$ cat src/hdl/xcb_pkg.sv
// Purpose: Constants for the extended control and status bit bank
// Assumes: APB slave, 32-bit data, byte addresses as printed
// Notes: Bit positions and reset values for all three registers
package xcb_pkg;
  localparam logic [7:0] XCB_OFS_CTRL = 8'hC0;
  localparam logic [7:0] XCB_OFS_STAT = 8'hC8;
  localparam logic [7:0] XCB_OFS_HOST = 8'hD8;
  // Control register bits
  localparam int XCB_C_IRQ_ACK = 0;
  localparam int XCB_C_OWN = 1;
  localparam int XCB_C_VOL_UPD = 2;
  localparam int XCB_C_DLY_CLR = 3;
  localparam int XCB_C_WR_STB = 4;
  localparam int XCB_C_REG_SEL = 5;
  localparam int XCB_C_RAM_WR = 6;
  localparam int XCB_C_RD_REQ = 7;
  // Status register bits
  localparam int XCB_S_PWR_PIN = 0;
  localparam int XCB_S_VOL_BUSY = 2;
  localparam int XCB_S_SELFTEST = 3;
  localparam int XCB_S_CORE_FLAG = 4;
  localparam int XCB_S_DSP_ACK = 5;
  localparam int XCB_S_DLY_BUSY = 6;
  localparam int XCB_S_ROM_OK = 7;
  // Host register bits
  localparam int XCB_H_PWR_DN = 0;
  localparam int XCB_H_WDOG = 1;
  localparam int XCB_H_DLY_HOST = 2;
  localparam int XCB_H_DLY_WR = 3;
  localparam int XCB_H_RAM_WE = 4;
  localparam int XCB_H_HOST_MODE = 5;
  localparam int XCB_H_BASS_RDY = 6;
  localparam int XCB_H_TREB_RDY = 7;
  // Reset values: ownership, host mode and volume busy come up high
  localparam logic [7:0] XCB_CTRL_RST = 8'h02;
  localparam logic [7:0] XCB_HOST_RST = 8'h20;
  localparam logic [7:0] XCB_STAT_RST = 8'h04;
  // Self-clearing bits of the control register
  localparam logic [7:0] XCB_CTRL_PULSE = 8'hD1;
endpackage

$ cat src/hdl/xcb_sync.sv
// Purpose: Two-flop synchroniser for a vector of pin levels
// Assumes: Levels only, no events narrower than two cycles
// Notes: First stage feeds nothing but the second
`timescale 1ns/10ps
module xcb_sync #(
  parameter int W = 1
) (
  // Clock and reset
  input wire logic pclk,
  input wire logic presetn,
  // Data
  input wire logic [W-1:0] din,
  output logic [W-1:0] dout
);
  logic [W-1:0] s1_r;
  logic [W-1:0] s2_r;
  always_ff @(posedge pclk or negedge presetn) begin
    if (!presetn) begin
      s1_r <= '0;
      s2_r <= '0;
    end else begin
      s1_r <= din;
      s2_r <= s1_r;
    end
  end
  assign dout = s2_r;
endmodule

$ cat src/hdl/xcb_bank.sv
// Purpose: Extended control and status bit bank over APB
// Assumes: Status inputs are asynchronous pins; partner logic obeys its side
// Notes: Pulse bits stand high one cycle after the write edge
//
// Local design decision: register access over APB.
`timescale 1ns/10ps
module xcb_bank (
  // APB
  input wire logic pclk,
  input wire logic presetn,
  input wire logic psel,
  input wire logic penable,
  input wire logic pwrite,
  input wire logic [31:0] paddr,
  input wire logic [31:0] pwdata,
  output logic [31:0] prdata,
  output logic pready,
  output logic pslverr,
  // Serial bus block
  output logic bus_irq_ack,
  output logic bus_ownership_bit,
  output logic bus_write_strobe,
  output logic bus_register_select,
  // Audio processor and volume
  output logic vol_update,
  output logic ram_wr_req,
  output logic rd_req,
  output logic ram_wr_en,
  output logic host_mode,
  // Delay memory and misc
  output logic dly_clear,
  output logic dly_host_access,
  output logic dly_write,
  output logic power_down,
  output logic watchdog_clr,
  output logic bass_ready,
  output logic treble_ready,
  // Status inputs
  input wire logic power_pin,
  input wire logic vol_busy_in,
  input wire logic selftest_mode_in,
  input wire logic core_flag_status,
  input wire logic dsp_ack_in,
  input wire logic dly_busy_in,
  input wire logic rom_ok_in
);
  import xcb_pkg::*;

  logic [7:0] ctrl_r, ctrl_nxt;
  logic [7:0] host_r, host_nxt;
  logic [7:0] stat_r, stat_nxt;
  logic [2:0] reg_sync;
  logic wr_ctrl, wr_host, acc;

  function automatic logic hit(input logic [31:0] a, input logic [7:0] ofs);
    hit = (a[31:8] == 24'h000000) && (a[7:0] == ofs);
  endfunction

  // Both input groups pass two flops; stat_r samples all of them once more below
  xcb_sync #(.W(3)) u_sync (
    .pclk(pclk),
    .presetn(presetn),
    .din({dly_busy_in, dsp_ack_in, vol_busy_in}),
    .dout(reg_sync)
  );
  logic [3:0] dir_sync;
  xcb_sync #(.W(4)) u_dsync (
    .pclk(pclk),
    .presetn(presetn),
    .din({rom_ok_in, core_flag_status, selftest_mode_in, power_pin}),
    .dout(dir_sync)
  );

  assign acc = psel && penable;
  assign wr_ctrl = acc && pwrite && hit(paddr, XCB_OFS_CTRL);
  assign wr_host = acc && pwrite && hit(paddr, XCB_OFS_HOST);
  // Zero wait states; unmapped addresses read zero and flag an error
  assign pready = 1'b1;
  assign pslverr = acc && !(hit(paddr, XCB_OFS_CTRL) || hit(paddr, XCB_OFS_STAT) || hit(paddr, XCB_OFS_HOST));

  always_comb begin
    ctrl_nxt = ctrl_r & ~XCB_CTRL_PULSE;
    if (wr_ctrl) begin
      ctrl_nxt = pwdata[7:0];
      // read request blocked in host mode
      if (host_r[XCB_H_HOST_MODE]) begin
        ctrl_nxt[XCB_C_RD_REQ] = 1'b0;
      end
      // RAM write only in host mode
      if (!host_r[XCB_H_HOST_MODE]) begin
        ctrl_nxt[XCB_C_RAM_WR] = 1'b0;
      end
    end
  end

  always_comb begin
    host_nxt = host_r;
    host_nxt[XCB_H_WDOG] = 1'b0;
    if (wr_host) begin
      host_nxt = pwdata[7:0];
    end
  end

  always_comb begin
    stat_nxt = 8'h00;
    stat_nxt[XCB_S_SELFTEST] = dir_sync[1];
    stat_nxt[XCB_S_CORE_FLAG] = dir_sync[2];
    stat_nxt[XCB_S_ROM_OK] = dir_sync[3];
    stat_nxt[XCB_S_PWR_PIN] = dir_sync[0];
    stat_nxt[XCB_S_VOL_BUSY] = reg_sync[0];
    stat_nxt[XCB_S_DSP_ACK] = reg_sync[1];
    stat_nxt[XCB_S_DLY_BUSY] = reg_sync[2];
  end

  always_ff @(posedge pclk or negedge presetn) begin
    if (!presetn) begin
      ctrl_r <= XCB_CTRL_RST;
    end else begin
      ctrl_r <= ctrl_nxt;
    end
  end

  always_ff @(posedge pclk or negedge presetn) begin
    if (!presetn) begin
      host_r <= XCB_HOST_RST;
    end else begin
      host_r <= host_nxt;
    end
  end

  // Volume busy comes up high until the first clock edge after reset
  always_ff @(posedge pclk or negedge presetn) begin
    if (!presetn) begin
      stat_r <= XCB_STAT_RST;
    end else begin
      stat_r <= stat_nxt;
    end
  end

  // Read data is combinational from registers so it is valid in the access cycle
  always_comb begin
    prdata = 32'h00000000;
    if (acc && !pwrite) begin
      if (hit(paddr, XCB_OFS_CTRL)) begin
        prdata[7:0] = ctrl_r;
      end else if (hit(paddr, XCB_OFS_STAT)) begin
        prdata[7:0] = stat_r;
      end else if (hit(paddr, XCB_OFS_HOST)) begin
        prdata[7:0] = host_r;
      end
    end
  end

  assign bus_irq_ack = ctrl_r[XCB_C_IRQ_ACK];
  assign bus_ownership_bit = ctrl_r[XCB_C_OWN];
  assign vol_update = ctrl_r[XCB_C_VOL_UPD];
  assign dly_clear = ctrl_r[XCB_C_DLY_CLR];
  assign bus_write_strobe = ctrl_r[XCB_C_WR_STB];
  assign bus_register_select = ctrl_r[XCB_C_REG_SEL];
  assign ram_wr_req = ctrl_r[XCB_C_RAM_WR];
  assign rd_req = ctrl_r[XCB_C_RD_REQ];
  assign power_down = host_r[XCB_H_PWR_DN];
  assign watchdog_clr = host_r[XCB_H_WDOG];
  assign dly_host_access = host_r[XCB_H_DLY_HOST];
  assign dly_write = host_r[XCB_H_DLY_WR];
  assign ram_wr_en = host_r[XCB_H_RAM_WE];
  assign host_mode = host_r[XCB_H_HOST_MODE];
  assign bass_ready = host_r[XCB_H_BASS_RDY];
  assign treble_ready = host_r[XCB_H_TREB_RDY];
endmodule

$ cat config.mk
export PLATFORM = sky130hd
export DESIGN_NAME = xcb_bank
export DESIGN_NICKNAME = d
export VERILOG_FILES = /design/src/hdl/xcb_pkg.sv /design/src/hdl/xcb_sync.sv /design/src/hdl/xcb_bank.sv
export SDC_FILE = /design/constraint.sdc
export NUM_CORES = 1
export LEC_CHECK = 0
export BUFFER_PORTS_ARGS = -buffer_cell sky130_fd_sc_hd__buf_2
export CORE_MARGIN = 3
export CORE_UTILIZATION = 44
export CTS_CLUSTER_DIAMETER = 60
export DETAILED_ROUTE_END_ITERATION = 6
export MAX_ROUTING_LAYER = met4
export PLACE_DENSITY = 0.95
export SYNTH_ARGS = -nofsm -noshare
export SYNTH_HDL_FRONTEND = slang
export SYNTH_SLANG_ARGS = --single-unit
export TNS_END_PERCENT = 10
$ cat constraint.sdc
create_clock -name pclk -period 4.7 [get_ports pclk]
set_input_delay 0.94 -clock pclk [delete_from_list [all_inputs] [get_ports pclk]]
set_output_delay 0.94 -clock pclk [all_outputs]
set_load 0.02 [all_outputs]
# Word-level counts from Yosys, hierarchy flattened
# Cells that the tools add are included.
[totals]
ff_bits = 37
input_bits = 76
word_cells = 34
[classes]
n_eq_ne = 3
n_mux = 8
reduce_logical = 14
[op_table]
columns = ["cell", "count"]
rows = [
  ["$mux 8", 5],
  ["$eq 8x8->1 const B", 3],
  ["$logic_not 24->1", 1],
  ["$logic_and 1x1->1", 9],
  ["$logic_not 1->1", 2],
  ["$logic_or 1x1->1", 2],
  ["$mux 1", 2],
  ["$mux 2", 1],
]

# Logic depth before layout (Yosys ltp)
# Gate-level depths: netlist of run 1.
[logic_depth]
depth_word = 6
depth_mapped = 5
mapped_depth_nobuf = 4

# Hierarchy
# A second synthesis of run 1 with hierarchy kept.
[hier_totals]
cells_unflattened = 140
hier_area_um2 = 1719.1
[modules_own_cells]
columns = ["mod", "n_inst", "cells_each", "area_per_inst_um2", "seq_area_each_um2"]
rows = [
  ["xcb_bank", 1, 126, 1368.8, 579.3],
  ["xcb_sync at u_dsync", 1, 8, 200.2, 200.2],
  ["xcb_sync at u_sync", 1, 6, 150.1, 150.1],
]

# Least setup slack after synthesis of run 1
# No wires, ideal clock.
[synth_path]
kind = "input to output"
startpoint = "input paddr[28]"
endpoint = "output prdata[1]"
arrival_time_ps = 2507
required_ps = 3760
path_slack_ps = 1253
cell_stages = 4
path_cell_list = "nor4_1 -> nand4_2 -> nor4_4 -> a21boi_0"
[synth_via]
elab_chain_len = 6
elab_cells_between_ends = 8
classes_between = "4 x mux; 4 x reduce/logical"
[synth_lines]
columns = ["item", "line_no", "text"]
rows = [
  ["from (decl)", "xcb_bank.sv:14", "input wire logic [31:0] paddr,"],
  ["$logic_not 24->1 *", "xcb_bank.sv:56", "hit = (a[31:8] == 24'h000000) && (a[7:0] == ofs);"],
  ["$logic_and 1x1->1", "xcb_bank.sv:56", ""],
  ["$mux 8", "xcb_bank.sv:148", "end else if (hit(paddr, XCB_OFS_HOST)) begin"],
  ["$mux 8", "xcb_bank.sv:146", "end else if (hit(paddr, XCB_OFS_STAT)) begin"],
  ["$mux 8 *", "xcb_bank.sv:144", "if (hit(paddr, XCB_OFS_CTRL)) begin"],
  ["$mux 8 *", "xcb_bank.sv:143", "if (acc && !pwrite) begin"],
  ["to (decl)", "xcb_bank.sv:16", "output logic [31:0] prdata,"],
]
# Every way passes the cells marked *; elsewhere a longest branch is shown, timed or not.

# Worst setup path after layout of run 1
# Same ends and word-level chain as after synthesis.

==> impl_metrics.csv, run 1 <==
group,metric,value,unit
status,outcome,"complete, no violations",
critical_path,start_kind,"primary input",
die,row_count,22,
sta,slew_viol_final,0,
critical_path,end_kind,"output port",
critical_path,critical_path_buf_inv_count,2,
critical_path,crit_type,"primary input to output port",
power,power_leakage,1.16,nW
sta,rsz0062_at_grt,"false",
grt,grt_max_degree,38,
yosys,ys_top_cells_by_count,"34 x dfrtp_1, 25 x buf_4, 11 x mux2_2",
yosys,synth_top_area_frac,0.487,
critical_path,cp_slowest_cell,"nor4_4",
sta,fmax,276,MHz
cts,root_buffer,"clkbuf_8",
cells_and_area,drive_gt1_frac,0.466,
power,vdd_drop_max,0.217,mV
cts,clockBufferDepth,2,
cts,htreeDepth,2,
cts,cts_tree,"built",
place,place_area,2070,um2
critical_path,critPathMaxFanout,8,
critical_path,crit_chain,"buf_2, nor4_1, nand4_2, nor4_4, a21boi_0, buf_2",
sta,finalSetupViolCount,0,
yosys,synth_enable_flop_cells,0,
cts,postCtsSetupBuffers,0,
critical_path,cpMostUsedCell,"buf_2",
yosys,syn_inst,146,
sta,whs,0.354,ns
drt,wl_per_cell,13.7,um
sta,fin_setup_tns,0,ns
sta,fin_crit_sh,0.772,
power,powerDensity,293,nW/um2
cts,clkLatencyLatePin,0.28,ns
cts,clk_pin_slew,0.07,ns
drt,wl,3720,um
drt,ant_nets,0,
yosys,synth-seq-cells,37,
yosys,yosys.area.top_type,"dfrtp_1",
yosys,ys_types,26,
cells_and_area,layout.nets,298,
yosys,synth_seq_area_share,0.532,
cts,numClockSinks,37,
drt,drc,0,
place,place_inst,263,
drt,via_count,1317,
critical_path,max_stage_delay,0.59,ns
die,dieWidth,69.0,um
grt,grt_overflow_total,0,
drt,drt_first_pass_iters,2,
yosys,netlist_area,1750,um2
cells_and_area,synthToLayoutAreaGrowth,24.3,%
grt,grt_use_total,0.166,
cells_and_area,stdcell_count,271,
drt,vias_per_cell,4.86,
sta,min_period,3.63,ns
cts,numCtsBuffers,5,
sta,tightest_slew,0.774,ns
die,die_area,4770,um2
critical_path,cp_top_family,"simple AND/OR/NAND/NOR gates",
sta,fin_skew,0.00529,ns
run,max_cap_violations,0,
yosys,synth_area_per_cell,12.0,um2
cells_and_area,antenna_cells,0,
die,core,3740,um2
cells_and_area,fin_area,2170,um2
critical_path,required,3.76,ns
place,dpl.hpwl,2870,um
die,ios,126,
grt,antenna_found_initial,0,
yosys,ys_warn_count,0,
yosys,post-synth-top-count-cell,"dfrtp_1",
drt,drt_iter0_markers,35,
yosys,synth_area_leaders,"dfrtp_1 49%, buf_4 11%, mux2_2 7.1%, dfstp_2 4.5%, mux2i_1 4.0%",
place,portBuffers,76,
sta,maxSlewHeadroom,0.484,
grt,grt_pass1_wl,6110,um
die,die_y,69.0,um
worst_hold_path,hp-class,"flop to flop",
place,gp_congestion,0.840,
sta,hold_viol_final,0,
yosys,synthArstFlopShare,1.00,
cts,cts_hold_buf,0,
grt,grt_pass1_vias,1346,
cts,cts_resized,0,
die,initial_core_util,0.467,
critical_path,cp.arrival,2.69,ns
yosys,ys.flop_type,"dfrtp_1",
## state kept, by name, summed over array words and instances, names as in the netlist
signal / cells
stat_r: 7
u_sync.s1_r: 3
host_r: 8
ctrl_r: 8
u_dsync.s1_r: 4
u_dsync.dout: 4
u_sync.dout: 3
## logic make-up after synthesis
kind of cell,share of synthesized area
other,0.00430
buffers and inverters,0.135
AO/OA/AOI/OAI,0.0644
multiplexers,0.111
AND/OR/NAND/NOR,0.153
flip-flops,0.532
## through the flow
stage / setup slack, ns / utilization / total power [mW]
2_1_floorplan: 1.25 / - / 0.384
3_3_place_gp: 1.11 / 0.552 / 0.398
3_5_place_dp: 1.05 / 0.552 / 0.401
4_1_cts: 1.05 / 0.581 / 0.645
5_1_grt: 0.972 / 0.581 / 0.667
6_report: 1.07 / 0.581 / 0.637
## final timing paths
check / startpoint / to / slack, ns / cells past startpoint
max: paddr[28] / prdata[1] / 1.07 / 6
min: u_sync.dout[2]$_DFF_PN0_ / stat_r[6]$_DFF_PN0_ / 0.35 / 0
max reg2reg: host_r[5]$_DFFE_PN1P_ / ctrl_r[7]$_DFF_PN0_ / 3.86 / 1
min reg2reg: u_sync.dout[2]$_DFF_PN0_ / stat_r[6]$_DFF_PN0_ / 0.35 / 0
max in group asynchronous: presetn / host_r[1]$_DFF_PN0_ / 3.48 / 1
min in group asynchronous: presetn / u_dsync.s1_r[0]$_DFF_PN0_ / 0.73 / 1
## metal layers
metal / GRT usage / share of wire
met5: - / 0
met4: 0.0586 / 0.017
met3: 0.0729 / 0.10
met2: 0.287 / 0.52
met1: 0.165 / 0.36
## power by group
group / total (mW) / switching [mW] / internal, mW
logic: 0.0643 / 0.0424 / 0.0218
clock network: 0.243 / 0.108 / 0.135
registers: 0.330 / 0.00224 / 0.328
total: 0.637 / 0.153 / 0.485
## final cells by class
type	count	area [um2]
fill	333	1570
sequential	37	930
multi-input combinational	94	668
timing repair buffer	76	380
clock buffer	7	96.3
tap	48	60.1
inverter	8	30.0
clock inverter	1	8.76
## cell usage in the layout, fill, tap and decap left out
cell	n
inv_1	8
nand3_1	1
nor4_4	2
nand4_2	1
conb_1	25
nor3_2	1
dfrtp_1	34
nor4_1	7
buf_2	76
o21a_1	7
mux2_2	11
nand4_1	3
and3_1	1
inv_6	1
nor3_1	1
nand4b_2	1
nor2b_1	9
clkbuf_8	7
and2_1	2
mux2i_1	7
a211oi_1	7
and3b_1	1
nor2_1	2
nor4_2	1
a21boi_0	1
nand2_1	3
dfstp_2	3
No activity file was read; power rests on OpenSTA's default activity.
==> inputs of run 2 (changes only) <==
--- a/config.mk
+++ b/config.mk
@@ -7,11 +7,11 @@
 export LEC_CHECK = 0
 export BUFFER_PORTS_ARGS = -buffer_cell sky130_fd_sc_hd__buf_2
 export CORE_MARGIN = 3
-export CORE_UTILIZATION = 44
+export CORE_UTILIZATION = 40
 export CTS_CLUSTER_DIAMETER = 60
 export DETAILED_ROUTE_END_ITERATION = 6
 export MAX_ROUTING_LAYER = met4
-export PLACE_DENSITY = 0.95
+export PLACE_DENSITY = 0.88
 export SYNTH_ARGS = -nofsm -noshare
 export SYNTH_HDL_FRONTEND = slang
 export SYNTH_SLANG_ARGS = --single-unit
==> constraint.sdc (replaced) <==
create_clock -name pclk -period 3.5 [get_ports pclk]
set_input_delay 0.7 -clock pclk [delete_from_list [all_inputs] [get_ports pclk]]
set_output_delay 0.7 -clock pclk [all_outputs]
set_load 0.02 [all_outputs]
==> run 2 against run 1 <==
  * Critical path depth unchanged
  * Design area increased by 1.1%
  * Via count decreased by 1.4%
  * Core utilization shrank 4.7 points
  * Critical endpoint unchanged
  * Combinational power increased by 34%
  * Total power up 40%
  * Die area increased by 9.1%
  * Sequential cell count stayed put
  * Register-to-register slack got worse by 1.2 ns
  * Final cell count up 1.5%
  * Clock-buffer cell count fell by 1
  * Worst hold slack got worse by 0.0060 ns
==> impl_metrics.csv, run 2 (synthesis gave the netlist of run 1 again) <==
group,metric,value,unit
cts,cts_resized,0,
drt,drc,0,
cells_and_area,fin_area,2200,um2
power,switching_share,0.232,
critical_path,max_stage_delay,0.47,ns
cells_and_area,final_cell_mix,"76 x buf_2, 34 x dfrtp_1, 25 x conb_1",
grt,grt_max_degree,38,
drt,wl,3660,um
sta,fin_skew,0.00488,ns
status,outcome,"complete, no violations",
critical_path,r2r_cells,1,
die,die_y,72.1,um
worst_hold_path,min_path_cells,0,
cts,htreeDepth,2,
drt,via_count,1299,
critical_path,cp.arrival,2.42,ns
critical_path,cp_slowest_cell,"nor4_4",
cells_and_area,layout.nets,300,
power,powerDensity,405,nW/um2
power,p_clk_frac,0.405,
sta,fmax,321,MHz
cts,numCtsBuffers,5,
power,power_leakage,1.17,nW
power,p_int,683,uW
critical_path,start_kind,"primary input",
sta,rsz0062_at_grt,"false",
place,portBuffers,76,
die,die_area,5200,um2
cells_and_area,synthToLayoutAreaGrowth,25.7,%
place,gp_congestion,0.834,
grt,grt_pass1_vias,1176,
cts,root_buffer,"clkbuf_8",
cts,postCtsSetupBuffers,0,
sta,min_period,3.12,ns
critical_path,worst-path-stages,6,
cells_and_area,drive_gt1_frac,0.467,
grt,antenna_found_initial,0,
cts,cts_tree,"built",
drt,drt_iter0_markers,34,
sta,fin_setup_tns,0,ns
power,power.net_switching,206,uW
drt,drt_first_pass_iters,4,
worst_hold_path,hp-class,"flop to flop",
drt,vias_per_cell,4.72,
critical_path,critical_path_buf_inv_count,2,
drt,wl_per_cell,13.3,um
cts,cts_hold_buf,0,
die,core,4120,um2
cts,clockBufferDepth,2,
die,ios,126,
sta,slew_viol_final,0,
place,dpl.hpwl,2850,um
power,vdd_drop_max,0.422,mV
die,row_count,23,
cells_and_area,antenna_cells,0,
critical_path,cp_top_family,"simple AND/OR/NAND/NOR gates",
power,pwr-share-seq,0.498,
cts,clk_pin_slew,0.07,ns
place,place_area,2090,um2
critical_path,end_kind,"output port",
cts,clkLatencyLatePin,0.28,ns
power,combPwrFrac,0.097,
sta,fin_crit_sh,0.891,
drt,ant_nets,0,
sta,finalSetupViolCount,0,
run,max_cap_violations,0,
cells_and_area,utilization,0.534,
grt,grt_pass1_wl,5520,um
sta,tightest_slew,0.777,ns
die,dieWidth,72.1,um
critical_path,crit_chain,"buf_2, nor4_1, nand4_2, nor4_4, a21boi_0, buf_2",
critical_path,crit_type,"primary input to output port",
critical_path,critPathMaxFanout,5,
cells_and_area,final_common_cell,"buf_2",
sta,hold_viol_final,0,
critical_path,required,2.80,ns
cts,numClockSinks,37,
grt,grt_use_total,0.144,
critical_path,cpMostUsedCell,"buf_2",
die,initial_core_util,0.425,
sta,maxSlewHeadroom,0.482,
cells_and_area,reg_top3,"ctrl_r x8, host_r x8, stat_r x7",
grt,grt_overflow_total,0,
-- run 2: cell types whose count changed in the layout (fill, tap and decap cells not counted) --
cell	previous run	this run
buf_4	0	2
inv_6	1	0
clkbuf_1	0	1
clkbuf_8	7	5
clkinv_4	0	1
bufinv_16	0	1
-- run 2: layer usage --
metal,routed length [um],GRT usage
met5,0,-
met4,33,0.0501
met3,453,0.0346
met2,1790,0.242
met1,1380,0.170
-- run 2: stage by stage --
stage                     cells  power, mW  setup WS, ns  hold WS [ns]
final                       275      0.889         0.382         0.348
after global routing        275      0.929         0.233         0.351
after detailed placement    267      0.538         0.346         0.335
after global placement      267      0.535         0.397         0.331
after floorplan             169      0.516         0.533         0.331
after CTS                   275      0.901         0.346         0.347
-- run 2: power groups by stage --
stage	combinational, mW	sequential [mW]	clock, mW
floorplan	0.0660	0.450	0
global placement	0.0840	0.451	0
detailed placement	0.0863	0.452	0
CTS	0.0866	0.443	0.371
global route	0.0952	0.444	0.390
finish	0.0860	0.443	0.360
-- run 2: path summary, 6_finish.rpt --
check	start	endpoint	slack [ns]
min reg2reg	u_sync.dout[1]$_DFF_PN0_	stat_r[5]$_DFF_PN0_	0.35
max reg2reg	host_r[5]$_DFFE_PN1P_	ctrl_r[7]$_DFF_PN0_	2.66
min in group asynchronous	presetn	stat_r[5]$_DFF_PN0_	0.49
max in group asynchronous	presetn	u_sync.s1_r[2]$_DFF_PN0_	2.51
min	u_sync.dout[1]$_DFF_PN0_	stat_r[5]$_DFF_PN0_	0.35
max	paddr[28]	prdata[1]	0.38
-- run 2: area by class of cell --
| class | instances | area, um2 |
|---|---|---|
| fillers | 363 | 1920 |
| flip-flops and latches | 37 | 930 |
| multi-input cells | 94 | 668 |
| repair buffers | 78 | 395 |
| clock buffers | 6 | 72.6 |
| well taps | 50 | 62.6 |
| clock inverters | 2 | 38.8 |
| inverters | 8 | 30.0 |
